### src/sbc_regs_pkg.sv
/*
  constants shared by the watchdog / wake control register bank:
  serial frame layout, register addresses, field positions, masks,
  power-on, restart and fail-safe values.
  assumes nothing of its surroundings.
*/
`default_nettype none

package sbc_regs_pkg;

  // serial frame: bit 15 write flag, bits 14:8 address, bits 7:0 data
  localparam int unsigned FRAME_BITS = 16;
  localparam int unsigned FRAME_WRITE_BIT = 15;
  localparam int unsigned FRAME_ADDR_MSB = 14;
  localparam int unsigned FRAME_ADDR_LSB = 8;
  localparam logic [4:0] FRAME_COUNT_FULL = 5'h10;

  // register addresses
  localparam logic [6:0] ADDR_WDOG = 7'h03;
  localparam logic [6:0] ADDR_XCVR0 = 7'h04;
  localparam logic [6:0] ADDR_IWAKE = 7'h06;
  localparam logic [6:0] ADDR_EWAKE = 7'h07;

  // field positions
  localparam int unsigned WDOG_CHECKSUM_BIT = 7;
  localparam int unsigned WDOG_STOP_A_BIT = 6;
  localparam int unsigned WDOG_TYPE_BIT = 5;
  localparam int unsigned WDOG_BUS_WAKE_BIT = 4;
  localparam int unsigned WDOG_MAX3_BIT = 3;
  localparam int unsigned WDOG_PERIOD_LSB = 0;
  localparam int unsigned XCVR0_MODE_LSB = 0;
  localparam int unsigned IWAKE_CYCLIC_BIT = 6;
  localparam int unsigned IWAKE_THRESH_LSB = 4;
  localparam int unsigned IWAKE_STOP_B_BIT = 2;
  localparam int unsigned IWAKE_FAST_BAT_BIT = 0;
  localparam int unsigned EWAKE_PIN_BIT = 0;

  // writable bits; all others read as zero
  localparam logic [7:0] WDOG_MASK = 8'hFF;
  localparam logic [7:0] XCVR0_MASK = 8'h03;
  localparam logic [7:0] IWAKE_MASK = 8'h75;
  localparam logic [7:0] EWAKE_MASK = 8'h01;

  // power-on / soft reset values
  localparam logic [7:0] WDOG_RESET = 8'h14;
  localparam logic [7:0] XCVR0_RESET = 8'h00;
  localparam logic [7:0] IWAKE_RESET = 8'h01;
  localparam logic [7:0] EWAKE_RESET = 8'h01;

  // restart: kept bits and forced ones
  localparam logic [7:0] WDOG_RESTART_KEEP = 8'hB8;
  localparam logic [7:0] WDOG_RESTART_SET = 8'h04;
  localparam logic [7:0] XCVR0_RESTART_KEEP = 8'h03;
  localparam logic [7:0] IWAKE_RESTART_KEEP = 8'h71;
  localparam logic [7:0] EWAKE_RESTART_KEEP = 8'h01;

  // fail-safe entry values
  localparam logic [7:0] XCVR0_FAILSAFE = 8'h01;
  localparam logic [7:0] EWAKE_FAILSAFE = 8'h01;

  localparam logic [1:0] MAX_WDOG_RESETS = 2'h3;

  typedef enum logic [1:0] {
    MODE_NORMAL,
    MODE_SLEEP,
    MODE_STOP,
    MODE_SOFT_RESET
  } device_mode_t;

  typedef enum logic [1:0] {
    XCVR_OFF,
    XCVR_WAKE_CAPABLE,
    XCVR_RECEIVE_ONLY,
    XCVR_NORMAL
  } xcvr_mode_t;

endpackage

`default_nettype wire

### src/sbc_watchdog_wake_ctrl_regs.sv
/*
  watchdog, transceiver 0 and wake source control registers, reached
  over the 16-bit serial port; power-on, soft reset, restart and
  fail-safe values; stop-mode watchdog request, bus-wake start and
  limit on watchdog-failure resets.
  assumes event inputs are single-cycle pulses on ref_clk.
*/
// Operation
// - watchdog bit 6 requests stop-mode deactivation
// - internal wake bit 2 requests stop deactivation
// - watchdog bit 5 selects time-out or window
// - bit 4 starts watchdog after stop bus wake
// - bit 3 stops resets after three failures when config_1_or_3 is set
// - restart keeps 7,5,4,3, clears 6, period 100
// - fail-safe rewrites bus and external wake registers
// - fail-safe forces external wake to 0000 0001
// - internal wake bit 6 enables cyclic wake
// - bits 5:4 select battery monitor threshold
// - bit 0 enables fast battery monitoring, default on
// - external wake bit 0 enables wake pin
// - reserved bits always read zero
// - restart clears internal wake bits 7, 3:1
// - restart clears external wake bits 7:1
// - device mode 00 normal ... 10 stop
`default_nettype none

module sbc_watchdog_wake_ctrl_regs
  import sbc_regs_pkg::*;
(
  // clock and reset
  input wire logic ref_clk,
  input wire logic reset,
  // serial control port
  input wire logic spi_sclk,
  input wire logic spi_cs_n,
  input wire logic spi_mosi,
  output logic spi_miso,
  output logic spi_miso_oe_n,
  // device state and events
  input wire logic [1:0] device_mode,
  input wire logic config_1_or_3,
  input wire logic soft_reset_evt,
  input wire logic restart_evt,
  input wire logic failsafe_evt,
  // device-side field updates
  input wire logic xcvr_mode_load,
  input wire logic [1:0] xcvr_mode_value,
  input wire logic wake_pin_hw_clear,
  // watchdog engine events
  input wire logic wdog_fail_evt,
  input wire logic wdog_serviced,
  input wire logic bus_wake_evt,
  // watchdog configuration
  output logic wdog_stop_disable_a,
  output logic wdog_stop_disable_b,
  output logic wdog_type_select,
  output logic wdog_start_on_bus_wake,
  output logic wdog_reset_limit,
  output logic [2:0] wdog_period_select,
  output logic [10:0] wdog_period_ms,
  output logic wdog_period_reserved,
  output logic checksum_error,
  // watchdog control results
  output logic wdog_deactivated_in_stop,
  output logic wdog_long_window_start,
  output logic wdog_reset_req,
  // transceiver and wake configuration
  output logic [1:0] transceiver_zero_mode,
  output logic cyclic_wake_enable,
  output logic [1:0] battery_threshold_select,
  output logic fast_battery_monitor_enable,
  output logic wake_pin_source_enable
);

  logic [7:0] wdog_reg;
  logic [7:0] xcvr0_reg;
  logic [7:0] iwake_reg;
  logic [7:0] ewake_reg;
  logic [6:0] last_addr_reg;
  logic [15:0] tx_word_reg;
  logic [15:0] rx_word;
  logic frame_valid;
  logic [1:0] fail_count_reg;
  logic checksum_error_reg;
  logic deactivated_reg;
  logic long_window_reg;
  logic reset_req_reg;
  logic wr_frame;
  logic [6:0] wr_addr;
  logic [7:0] wr_data;
  logic wr_wdog;
  logic wr_xcvr0;
  logic wr_iwake;
  logic wr_ewake;
  logic wdog_parity_bad;
  logic in_stop;
  logic block_reset;

  // writable-bit mask per address, applied on the write path only
  function automatic logic [7:0] field_mask(input logic [6:0] addr);
    case (addr)
      ADDR_WDOG: field_mask = WDOG_MASK;
      ADDR_XCVR0: field_mask = XCVR0_MASK;
      ADDR_IWAKE: field_mask = IWAKE_MASK;
      ADDR_EWAKE: field_mask = EWAKE_MASK;
      default: field_mask = 8'h00;
    endcase
  endfunction

  function automatic logic [7:0] restart_value(input logic [7:0] cur,
                                               input logic [7:0] keep,
                                               input logic [7:0] set);
    restart_value = (cur & keep) | set;
  endfunction

  spi_frame_port u_port (
    .ref_clk(ref_clk),
    .reset(reset),
    .spi_sclk(spi_sclk),
    .spi_cs_n(spi_cs_n),
    .spi_mosi(spi_mosi),
    .spi_miso(spi_miso),
    .spi_miso_oe_n(spi_miso_oe_n),
    .tx_word(tx_word_reg),
    .rx_word(rx_word),
    .frame_valid(frame_valid)
  );

  assign wr_frame = frame_valid && rx_word[FRAME_WRITE_BIT];
  assign wr_addr = rx_word[FRAME_ADDR_MSB:FRAME_ADDR_LSB];
  assign wr_data = rx_word[7:0] & field_mask(wr_addr);
  assign wdog_parity_bad = ^rx_word[7:0];
  assign wr_wdog = wr_frame && wr_addr == ADDR_WDOG && !wdog_parity_bad;
  assign wr_xcvr0 = wr_frame && wr_addr == ADDR_XCVR0;
  assign wr_iwake = wr_frame && wr_addr == ADDR_IWAKE;
  assign wr_ewake = wr_frame && wr_addr == ADDR_EWAKE;
  assign in_stop = device_mode == MODE_STOP;

  always_ff @(posedge ref_clk) begin
    if (reset || soft_reset_evt) begin
      wdog_reg <= WDOG_RESET;
    end else if (restart_evt) begin
      wdog_reg <= restart_value(wdog_reg, WDOG_RESTART_KEEP, WDOG_RESTART_SET);
    end else if (wr_wdog) begin
      wdog_reg <= wr_data;
    end
  end

  // a write with wrong parity is refused and flagged until a good one
  always_ff @(posedge ref_clk) begin
    if (reset || soft_reset_evt) begin
      checksum_error_reg <= 1'b0;
    end else if (wr_frame && wr_addr == ADDR_WDOG) begin
      checksum_error_reg <= wdog_parity_bad;
    end
  end

  always_ff @(posedge ref_clk) begin
    if (reset || soft_reset_evt) begin
      xcvr0_reg <= XCVR0_RESET;
    end else if (failsafe_evt) begin
      xcvr0_reg <= XCVR0_FAILSAFE;
    end else if (restart_evt) begin
      xcvr0_reg <= restart_value(xcvr0_reg, XCVR0_RESTART_KEEP, 8'h00);
    end else if (xcvr_mode_load) begin
      xcvr0_reg <= {6'h00, xcvr_mode_value};
    end else if (wr_xcvr0) begin
      xcvr0_reg <= wr_data;
    end
  end

  always_ff @(posedge ref_clk) begin
    if (reset || soft_reset_evt) begin
      iwake_reg <= IWAKE_RESET;
    end else if (restart_evt) begin
      iwake_reg <= restart_value(iwake_reg, IWAKE_RESTART_KEEP, 8'h00);
    end else if (wr_iwake) begin
      iwake_reg <= wr_data;
    end
  end

  always_ff @(posedge ref_clk) begin
    if (reset || soft_reset_evt) begin
      ewake_reg <= EWAKE_RESET;
    end else if (failsafe_evt) begin
      ewake_reg <= EWAKE_FAILSAFE;
    end else if (restart_evt) begin
      ewake_reg <= restart_value(ewake_reg, EWAKE_RESTART_KEEP, 8'h00);
    end else if (wake_pin_hw_clear) begin
      ewake_reg <= 8'h00;
    end else if (wr_ewake) begin
      ewake_reg <= wr_data;
    end
  end

  // read answer: status byte and the register addressed by the last frame
  always_ff @(posedge ref_clk) begin
    if (reset) begin
      last_addr_reg <= 7'h00;
    end else if (frame_valid) begin
      last_addr_reg <= wr_addr;
    end
  end

  always_ff @(posedge ref_clk) begin
    if (reset) begin
      tx_word_reg <= 16'h0000;
    end else begin
      case (last_addr_reg)
        ADDR_WDOG: tx_word_reg <= {7'h00, checksum_error_reg, wdog_reg};
        ADDR_XCVR0: tx_word_reg <= {7'h00, checksum_error_reg, xcvr0_reg};
        ADDR_IWAKE: tx_word_reg <= {7'h00, checksum_error_reg, iwake_reg};
        ADDR_EWAKE: tx_word_reg <= {7'h00, checksum_error_reg, ewake_reg};
        default: tx_word_reg <= {7'h00, checksum_error_reg, 8'h00};
      endcase
    end
  end

  // both deactivation bits must be set to stop the watchdog in stop mode
  always_ff @(posedge ref_clk) begin
    if (reset) begin
      deactivated_reg <= 1'b0;
    end else begin
      deactivated_reg <= in_stop && wdog_reg[WDOG_STOP_A_BIT]
                         && iwake_reg[IWAKE_STOP_B_BIT];
    end
  end

  always_ff @(posedge ref_clk) begin
    if (reset) begin
      long_window_reg <= 1'b0;
    end else begin
      long_window_reg <= bus_wake_evt && in_stop && wdog_reg[WDOG_BUS_WAKE_BIT];
    end
  end

  assign block_reset = wdog_reg[WDOG_MAX3_BIT] && config_1_or_3
                       && fail_count_reg == MAX_WDOG_RESETS;

  // a failure in the same cycle as a service still counts
  always_ff @(posedge ref_clk) begin
    if (reset || soft_reset_evt) begin
      fail_count_reg <= 2'h0;
    end else if (wdog_fail_evt) begin
      if (fail_count_reg != MAX_WDOG_RESETS) begin
        fail_count_reg <= fail_count_reg + 2'h1;
      end
    end else if (wdog_serviced) begin
      fail_count_reg <= 2'h0;
    end
  end

  always_ff @(posedge ref_clk) begin
    if (reset) begin
      reset_req_reg <= 1'b0;
    end else begin
      reset_req_reg <= wdog_fail_evt && !block_reset;
    end
  end

  wdog_period_decode u_period (
    .ref_clk(ref_clk),
    .reset(reset),
    .period_code(wdog_reg[WDOG_PERIOD_LSB +: 3]),
    .period_ms(wdog_period_ms),
    .period_reserved(wdog_period_reserved)
  );

  assign wdog_stop_disable_a = wdog_reg[WDOG_STOP_A_BIT];
  assign wdog_stop_disable_b = iwake_reg[IWAKE_STOP_B_BIT];
  assign wdog_type_select = wdog_reg[WDOG_TYPE_BIT];
  assign wdog_start_on_bus_wake = wdog_reg[WDOG_BUS_WAKE_BIT];
  assign wdog_reset_limit = wdog_reg[WDOG_MAX3_BIT];
  assign wdog_period_select = wdog_reg[WDOG_PERIOD_LSB +: 3];
  assign checksum_error = checksum_error_reg;
  assign wdog_deactivated_in_stop = deactivated_reg;
  assign wdog_long_window_start = long_window_reg;
  assign wdog_reset_req = reset_req_reg;
  assign transceiver_zero_mode = xcvr0_reg[XCVR0_MODE_LSB +: 2];
  assign cyclic_wake_enable = iwake_reg[IWAKE_CYCLIC_BIT];
  assign battery_threshold_select = iwake_reg[IWAKE_THRESH_LSB +: 2];
  assign fast_battery_monitor_enable = iwake_reg[IWAKE_FAST_BAT_BIT];
  assign wake_pin_source_enable = ewake_reg[EWAKE_PIN_BIT];
endmodule

`default_nettype wire

### src/spi_frame_port.sv
/*
  16-bit serial frame port: shifts in on rising clock, out on falling
  clock, msb first. a frame counts only if exactly 16 bits came between
  select low and select high.
  assumes serial pins are synchronous to ref_clk and much slower.
*/
`default_nettype none

module spi_frame_port
  import sbc_regs_pkg::*;
(
  // clock and reset
  input wire logic ref_clk,
  input wire logic reset,
  // serial pins
  input wire logic spi_sclk,
  input wire logic spi_cs_n,
  input wire logic spi_mosi,
  output logic spi_miso,
  output logic spi_miso_oe_n,
  // frame side
  input wire logic [15:0] tx_word,
  output logic [15:0] rx_word,
  output logic frame_valid
);

  typedef enum logic {PORT_IDLE, PORT_SHIFT} port_state_t;

  port_state_t state_reg;
  logic sclk_reg;
  logic cs_n_reg;
  logic [4:0] count_reg;
  logic [15:0] shift_in_reg;
  logic [15:0] shift_out_reg;
  logic sclk_rise;
  logic sclk_fall;
  logic cs_rise;

  assign sclk_rise = spi_sclk && !sclk_reg;
  assign sclk_fall = !spi_sclk && sclk_reg;
  assign cs_rise = spi_cs_n && !cs_n_reg;

  always_ff @(posedge ref_clk) begin
    if (reset) begin
      sclk_reg <= 1'b0;
      cs_n_reg <= 1'b1;
    end else begin
      sclk_reg <= spi_sclk;
      cs_n_reg <= spi_cs_n;
    end
  end

  always_ff @(posedge ref_clk) begin
    if (reset) begin
      state_reg <= PORT_IDLE;
      count_reg <= 5'h00;
      shift_in_reg <= 16'h0000;
      shift_out_reg <= 16'h0000;
    end else begin
      case (state_reg)
        PORT_IDLE: begin
          if (!spi_cs_n) begin
            state_reg <= PORT_SHIFT;
            count_reg <= 5'h00;
            shift_out_reg <= tx_word;
          end
        end
        PORT_SHIFT: begin
          if (spi_cs_n) begin
            state_reg <= PORT_IDLE;
          end else if (sclk_rise) begin
            shift_in_reg <= {shift_in_reg[14:0], spi_mosi};
            if (count_reg != 5'h1F) begin
              count_reg <= count_reg + 5'h01;
            end
          end else if (sclk_fall && count_reg != 5'h00) begin
            shift_out_reg <= {shift_out_reg[14:0], 1'b0};
          end
        end
        default: state_reg <= PORT_IDLE;
      endcase
    end
  end

  // only a complete frame is handed on
  always_ff @(posedge ref_clk) begin
    if (reset) begin
      frame_valid <= 1'b0;
      rx_word <= 16'h0000;
    end else begin
      frame_valid <= 1'b0;
      if (state_reg == PORT_SHIFT && cs_rise && count_reg == FRAME_COUNT_FULL) begin
        frame_valid <= 1'b1;
        rx_word <= shift_in_reg;
      end
    end
  end

  always_ff @(posedge ref_clk) begin
    if (reset) begin
      spi_miso <= 1'b0;
      spi_miso_oe_n <= 1'b1;
    end else begin
      spi_miso <= shift_out_reg[15];
      spi_miso_oe_n <= spi_cs_n;
    end
  end
endmodule

`default_nettype wire

### src/wdog_period_decode.sv
/*
  decodes the watchdog period code into milliseconds, registered.
  assumes the code comes from a register in the same clock domain.
*/
`default_nettype none

module wdog_period_decode
  import sbc_regs_pkg::*;
(
  // clock and reset
  input wire logic ref_clk,
  input wire logic reset,
  // code in
  input wire logic [2:0] period_code,
  // decoded period
  output logic [10:0] period_ms,
  output logic period_reserved
);

  always_ff @(posedge ref_clk) begin
    if (reset) begin
      period_ms <= 11'h0C8;
      period_reserved <= 1'b0;
    end else begin
      period_reserved <= 1'b0;
      case (period_code)
        3'h0: period_ms <= 11'h00A;
        3'h1: period_ms <= 11'h014;
        3'h2: period_ms <= 11'h032;
        3'h3: period_ms <= 11'h064;
        3'h4: period_ms <= 11'h0C8;
        3'h5: period_ms <= 11'h1F4;
        3'h6: period_ms <= 11'h3E8;
        default: begin
          period_ms <= 11'h000;
          period_reserved <= 1'b1;
        end
      endcase
    end
  end
endmodule

`default_nettype wire
### config.mk
export PLATFORM = sky130hd
export DESIGN_NAME = sbc_watchdog_wake_ctrl_regs
export DESIGN_NICKNAME = d
export VERILOG_FILES = /design/src/sbc_regs_pkg.sv /design/src/sbc_watchdog_wake_ctrl_regs.sv /design/src/spi_frame_port.sv /design/src/wdog_period_decode.sv
export SDC_FILE = /design/constraint.sdc
export NUM_CORES = 1
export LEC_CHECK = 0
export ABC_AREA = 1
export BUFFER_PORTS_ARGS = -buffer_cell sky130_fd_sc_hd__buf_2
export CORE_MARGIN = 8
export CORE_UTILIZATION = 50
export CTS_CLUSTER_DIAMETER = 30
export DETAILED_ROUTE_END_ITERATION = 7
export PLACE_DENSITY = 0.68
export SYNTH_ARGS = -nofsm -noshare
export SYNTH_HDL_FRONTEND = slang
export SYNTH_SLANG_ARGS = --single-unit
export TNS_END_PERCENT = 20
### constraint.sdc
create_clock -name ref_clk -period 1.7 [get_ports ref_clk]
set_clock_uncertainty 0.05 [all_clocks]
set_input_delay 0.34 -clock ref_clk [delete_from_list [all_inputs] [get_ports ref_clk]]
set_output_delay 0.34 -clock ref_clk [all_outputs]
set_load 0.01 [all_outputs]
Word-level counts from Yosys, hierarchy flattened
Index checks and enable logic that the tools add are counted.
- output and inout port bits: 33
- register bits: 124
- input bits: 18
- bitwise logic cells: 4
- reductions and logical operators: 46
- $add $sub $neg: 2
- equal/unequal tests: 27
- muxes and demuxes: 25
- operator list (operator ; count):
    10-bit case mux with 7 select lines ; 1
    16-bit 2-to-1 mux ; 4
    8-bit case mux with 4 select lines ; 2
    7-bit by 3-bit equality test with 1-bit output (second input constant) ; 6
    16-bit case mux with 2 select lines ; 1
    5-bit 2-to-1 mux ; 4
    1-bit logical AND ; 19
    7-bit by 2-bit equality test with 1-bit output (second input constant) ; 2
    2-bit != test (second input constant) ; 7
    2-bit AND reduction ; 6
    2-bit 2-to-1 mux ; 5
    5-bit case mux with 2 select lines ; 1
    3-bit equality test (second input constant) ; 3
    8-bit AND ; 1
    4-bit AND reduction ; 2
    4-bit OR reduction ; 2
    8-bit parity ; 1
    1-bit 2-to-1 mux ; 7
    7-bit OR reduction ; 1
    3-bit by 2-bit equality test with 1-bit output (second input constant) ; 2
    2-bit nonzero test ; 3
    5-bit by 1-bit adder with 5-bit output (second input constant) ; 1
    5-bit equality test (second input constant) ; 1
    1-bit logical NOT ; 5
    other kinds (12) ; 17

Depth between registers and ports, before layout
- depth after elaboration: 7
- mapped depth: 12
- mapped depth without buffers: 12

Modules after synthesis
Synthesis repeated with hierarchy kept, for this count alone.
- cells, all modules: 747
- area, all modules: 5460.2 sq um
- modules (own cells, without submodules) (module ; area an instance (sq um) ; instances ; sequential area each (sq um) ; cells each):
    sbc_watchdog_wake_ctrl_regs ; 2636.3 ; 1 ; 1081.0 ; 365
    spi_frame_port ; 2491.1 ; 1 ; 1161.1 ; 342
    wdog_period_decode ; 332.8 ; 1 ; 200.2 ; 40

Least setup slack after synthesis
No wires, ideal clock.
- path kind: register to register
- start point: reg u_port.count_reg[0]
- end point: reg u_port.shift_out_reg[7]
- arrival time: 1.318 ns
- stages on the path, launching flop included: 12
- path slack: 0.216 ns
- clock period less this slack: 1.484 ns
- cells stage by stage: dfxtp_1 inv_1 ha_1 nand2_1 nor2_1 nand2_1 nand3_1 nand2_1 nand2_1 buf_2 o21ai_0 nor2_1
- cells in the longest elaborated chain, start to end: 4
- ends and longest elaborated chain (item ; RTL line ; RTL):
    start, declared ; spi_frame_port.sv:32 ; logic [4:0] count_reg;
    start signal, assigned ; spi_frame_port.sv:74 ; count_reg <= count_reg + 5'h01;
    5-bit nonzero test ; spi_frame_port.sv:76 ; end else if (sclk_fall && count_reg != 5'h00) begin
    1-bit logical AND ; spi_frame_port.sv:76 ;
    2-bit != test (no line) ; -- ;
    4-bit AND reduction (no line) ; -- ;
    end signal, assigned ; spi_frame_port.sv:65 ; shift_out_reg <= tx_word;
    end signal, assigned ; spi_frame_port.sv:77 ; shift_out_reg <= {shift_out_reg[14:0], 1'b0};
    end, declared ; spi_frame_port.sv:34 ; logic [15:0] shift_out_reg;
No other way between the ends.
A chain may end at the register's enable or synchronous reset.

Worst setup path after layout
- start point: reg u_port.count_reg[0]
- end point: reg u_port.shift_out_reg[6]
The elaborated chain is that of the path after synthesis.

==> results.py <==
metrics = {
    "clock_network": {
        "cts_buffer_depth": 2,
        "root_buffer": "clkbuf_8",
        "cts-buffers-inserted": 17,
        "cts_tree": "built",
        "postCtsSetupBuffers": 0,
        "cts_sinks": 122,
        "worstSkewPairLatency_ns": 0.52,
        "h-tree-depth": 4,
        "path_clk_slew_ns": 0.05,
    },
    "finish": {
        "drive_gt1_frac": 0.170,
        "fin_nets": 759,
        "diodes": 0,
        "syn_to_final_growth_pct": 19.5,
        "fin_cells": 882,
    },
    "yosys": {
        "async_flop_share": 0,
        "syn_area_um2": 5000,
        "synth_common_cells": "nand2_1 (135), dfxtp_1 (122), nor2_1 (115)",
        "ys_types": 38,
        "yosys.cell_count.top_type": "nand2_1",
        "ys_warn_count": 0,
        "ys_ff_latch": 122,
        "synthCells": 677,
        "synthFlopType": "dfxtp_1",
        "synth.avg_cell_area_um2": 7.39,
        "yosysSeqAreaShare": 0.488,
        "yosys-top-cells-area": "dfxtp_1 (49%), nand2_1 (10%), nor2_1 (8.6%)",
        "synth-edff-count": 0,
        "yosysTopAreaCellShare": 0.488,
        "synth_area_leader_cell": "dfxtp_1",
    },
    "power_and_ir_drop": {
        "power.leakage_nw": 2.60,
        "ir_worst_vdd_mv": 0.691,
        "p_per_area_nw_per_um2": 1070,
    },
    "worst_setup_path": {
        "crit_path_start_kind": "flop",
        "rr_endpoint": "u_port.shift_out_reg[6]",
        "worstRegToRegCells": 11,
        "crit_fanout": 8,
        "r2r_slack_ns": 0.08,
        "critPathArrivalTime_ns": 1.98,
        "worstSetupPathType": "reg2reg",
        "worstReg2RegStart": "u_port.count_reg[0]",
        "end_kind": "flop",
        "cp.required_ns": 2.06,
    },
    "sta": {
        "hold_viol": 0,
        "fin_crit_sh": 0.955,
        "final_max_slew_viol_count": 0,
        "rsz0062_at_grt": "true",
        "fmax_ghz": 0.616,
        "setup_viol": 0,
        "fin_crit_ns": 1.62,
        "setup_tns_ns": 0,
    },
    "grt": {
        "grt_usage": 0.180,
        "grt_overflow": 0,
        "grt_pass1_wl_um": 19100,
        "first_global_vias": 4279,
        "grt_max_degree": 44,
        "antenna_found_initial": 0,
    },
    "route": {
        "dr.pass1.iters": 5,
        "drt-total-wl_um": 11400,
        "ant_nets": 0,
        "drc_errors": 0,
        "drt_iter0_markers": 225,
        "vias": 4359,
        "wl_per_cell_um": 12.9,
        "viasPerCell": 4.94,
    },
    "floorplan": {
        "rows": 36,
        "boundaryPins": 51,
        "fp.dieArea_um2": 13500,
        "die_x_um": 116,
        "initial_utilization": 0.514,
        "die_h_um": 116,
        "core_area_um2": 9730,
    },
    "placed_design": {
        "dp_hpwl_um": 8360,
        "gp_congestion": 0.854,
        "placed_cells": 848,
        "io_buffers": 48,
    },
    "worst_hold_path": {
        "holdPathStages": 3,
        "holdPathEnd": "wdog_long_window_start",
        "hp-start": "device_mode[1]",
        "hp-class": "in2reg",
    },
    "run_status": {
        "status": "completed",
    },
    "job": {
        "cap_violations": 0,
    },
}
## critical path, cell delays in order (launching register included)
cell and delay, ns:
dfxtp_2 0.35, inv_1 0.06, ha_1 0.19, nand2_1 0.09, nor2_2 0.05, nand2_1 0.05
nand3_1 0.08, nand2_1 0.08, nand2_2 0.10, buf_4 0.18, o21ai_0 0.17, nor2_1 0.06
## placed cells by master (no fill, tap or decap), drive strengths merged
cell,synthesis,final
nor3,20,20
o22ai,5,5
o21ai,76,76
nor3b,7,7
o21bai,1,1
ha,4,4
nand3,27,27
bufinv,0,1
conb,1,2
nor2,120,120
clkinvlp,0,1
a31oi,1,1
o211ai,2,2
clkinv,1,8
inv,77,77
nand3b,1,1
a21oi,38,38
buf,14,64
nand2,139,139
dfxtp,122,122
nor4,3,3
a211oi,1,1
clkbuf,13,22
nand4,4,4
dlygate4sd3,0,3
## worst max-delay path by stage
| stage | startpoint | slack, ns | to | cells after the start |
|---|---|---|---|---|
| floorplan | u_port.count_reg[0] | 0.22 | u_port.shift_out_reg[7] | 11 |
| global placement | u_port.count_reg[0] | 0.12 | u_port.shift_out_reg[2] | 11 |
| detailed placement | u_port.count_reg[0] | 0.01 | u_port.shift_out_reg[4] | 11 |
| CTS | u_port.count_reg[0] | 0.06 | u_port.shift_out_reg[6] | 11 |
| global route | u_port.count_reg[0] | -0.04 | u_port.count_reg[3] | 10 |
| finish | u_port.count_reg[0] | 0.08 | u_port.shift_out_reg[6] | 11 |
## repair_timing
| action | in CTS | in global routing |
|---|---|---|
| endpoints found under the setup margin | 1 | 15 |
| gates resized for setup | 1 | 10 |
| hold buffers | 3 | 0 |
| hold endpoints to repair | 3 | 0 |
## per-layer routing
metal | global-route usage | wire (um)
met1 | 0.209 | 5210
met2 | 0.303 | 5430
met3 | 0.0521 | 548
met4 | 0.0752 | 167
met5 | 0 | 0
## cell type report
class	count	area, um2
Fill cell	912	3750
Sequential cell	122	2440
Multi-Input combinational cell	451	2150
Clock buffer	22	463
Timing Repair Buffer	67	390
Inverter	78	294
Tap cell	133	166
Clock inverter	9	72.6
## kinds of logic (layout without fill, tap and decap cells)
family / count (synthesis) / count (layout) / synth area share
other: 1 / 2 / 0.000749
flip-flops: 122 / 122 / 0.488
adder cells (fa/ha/maj): 4 / 4 / 0.0100
AND/OR/NAND/NOR: 321 / 321 / 0.285
buffers and inverters: 105 / 176 / 0.0873
AO/OA/AOI/OAI: 124 / 124 / 0.129
## metrics by stage
stage,util,power (mW),area (um2),setup slack [ns],hold slack [ns]
6_report,0.615,6.37,5980,0.0759,0.0118
5_1_grt,0.615,6.59,5980,-0.0403,0.00866
4_1_cts,0.613,6.41,5960,0.0581,0.00597
3_5_place_dp,0.554,3.19,5390,0.0133,0.368
3_3_place_gp,0.554,3.18,5390,0.120,0.364
2_1_floorplan,-,3.12,5010,0.216,0.350
## report_power, final
part           internal [mW]  switching, mW
combinational         0.0786          0.142
clock                   2.02           1.21
sequential              2.90         0.0201
total                   5.00           1.37
Note: power is estimated with default switching activity, not from simulation.
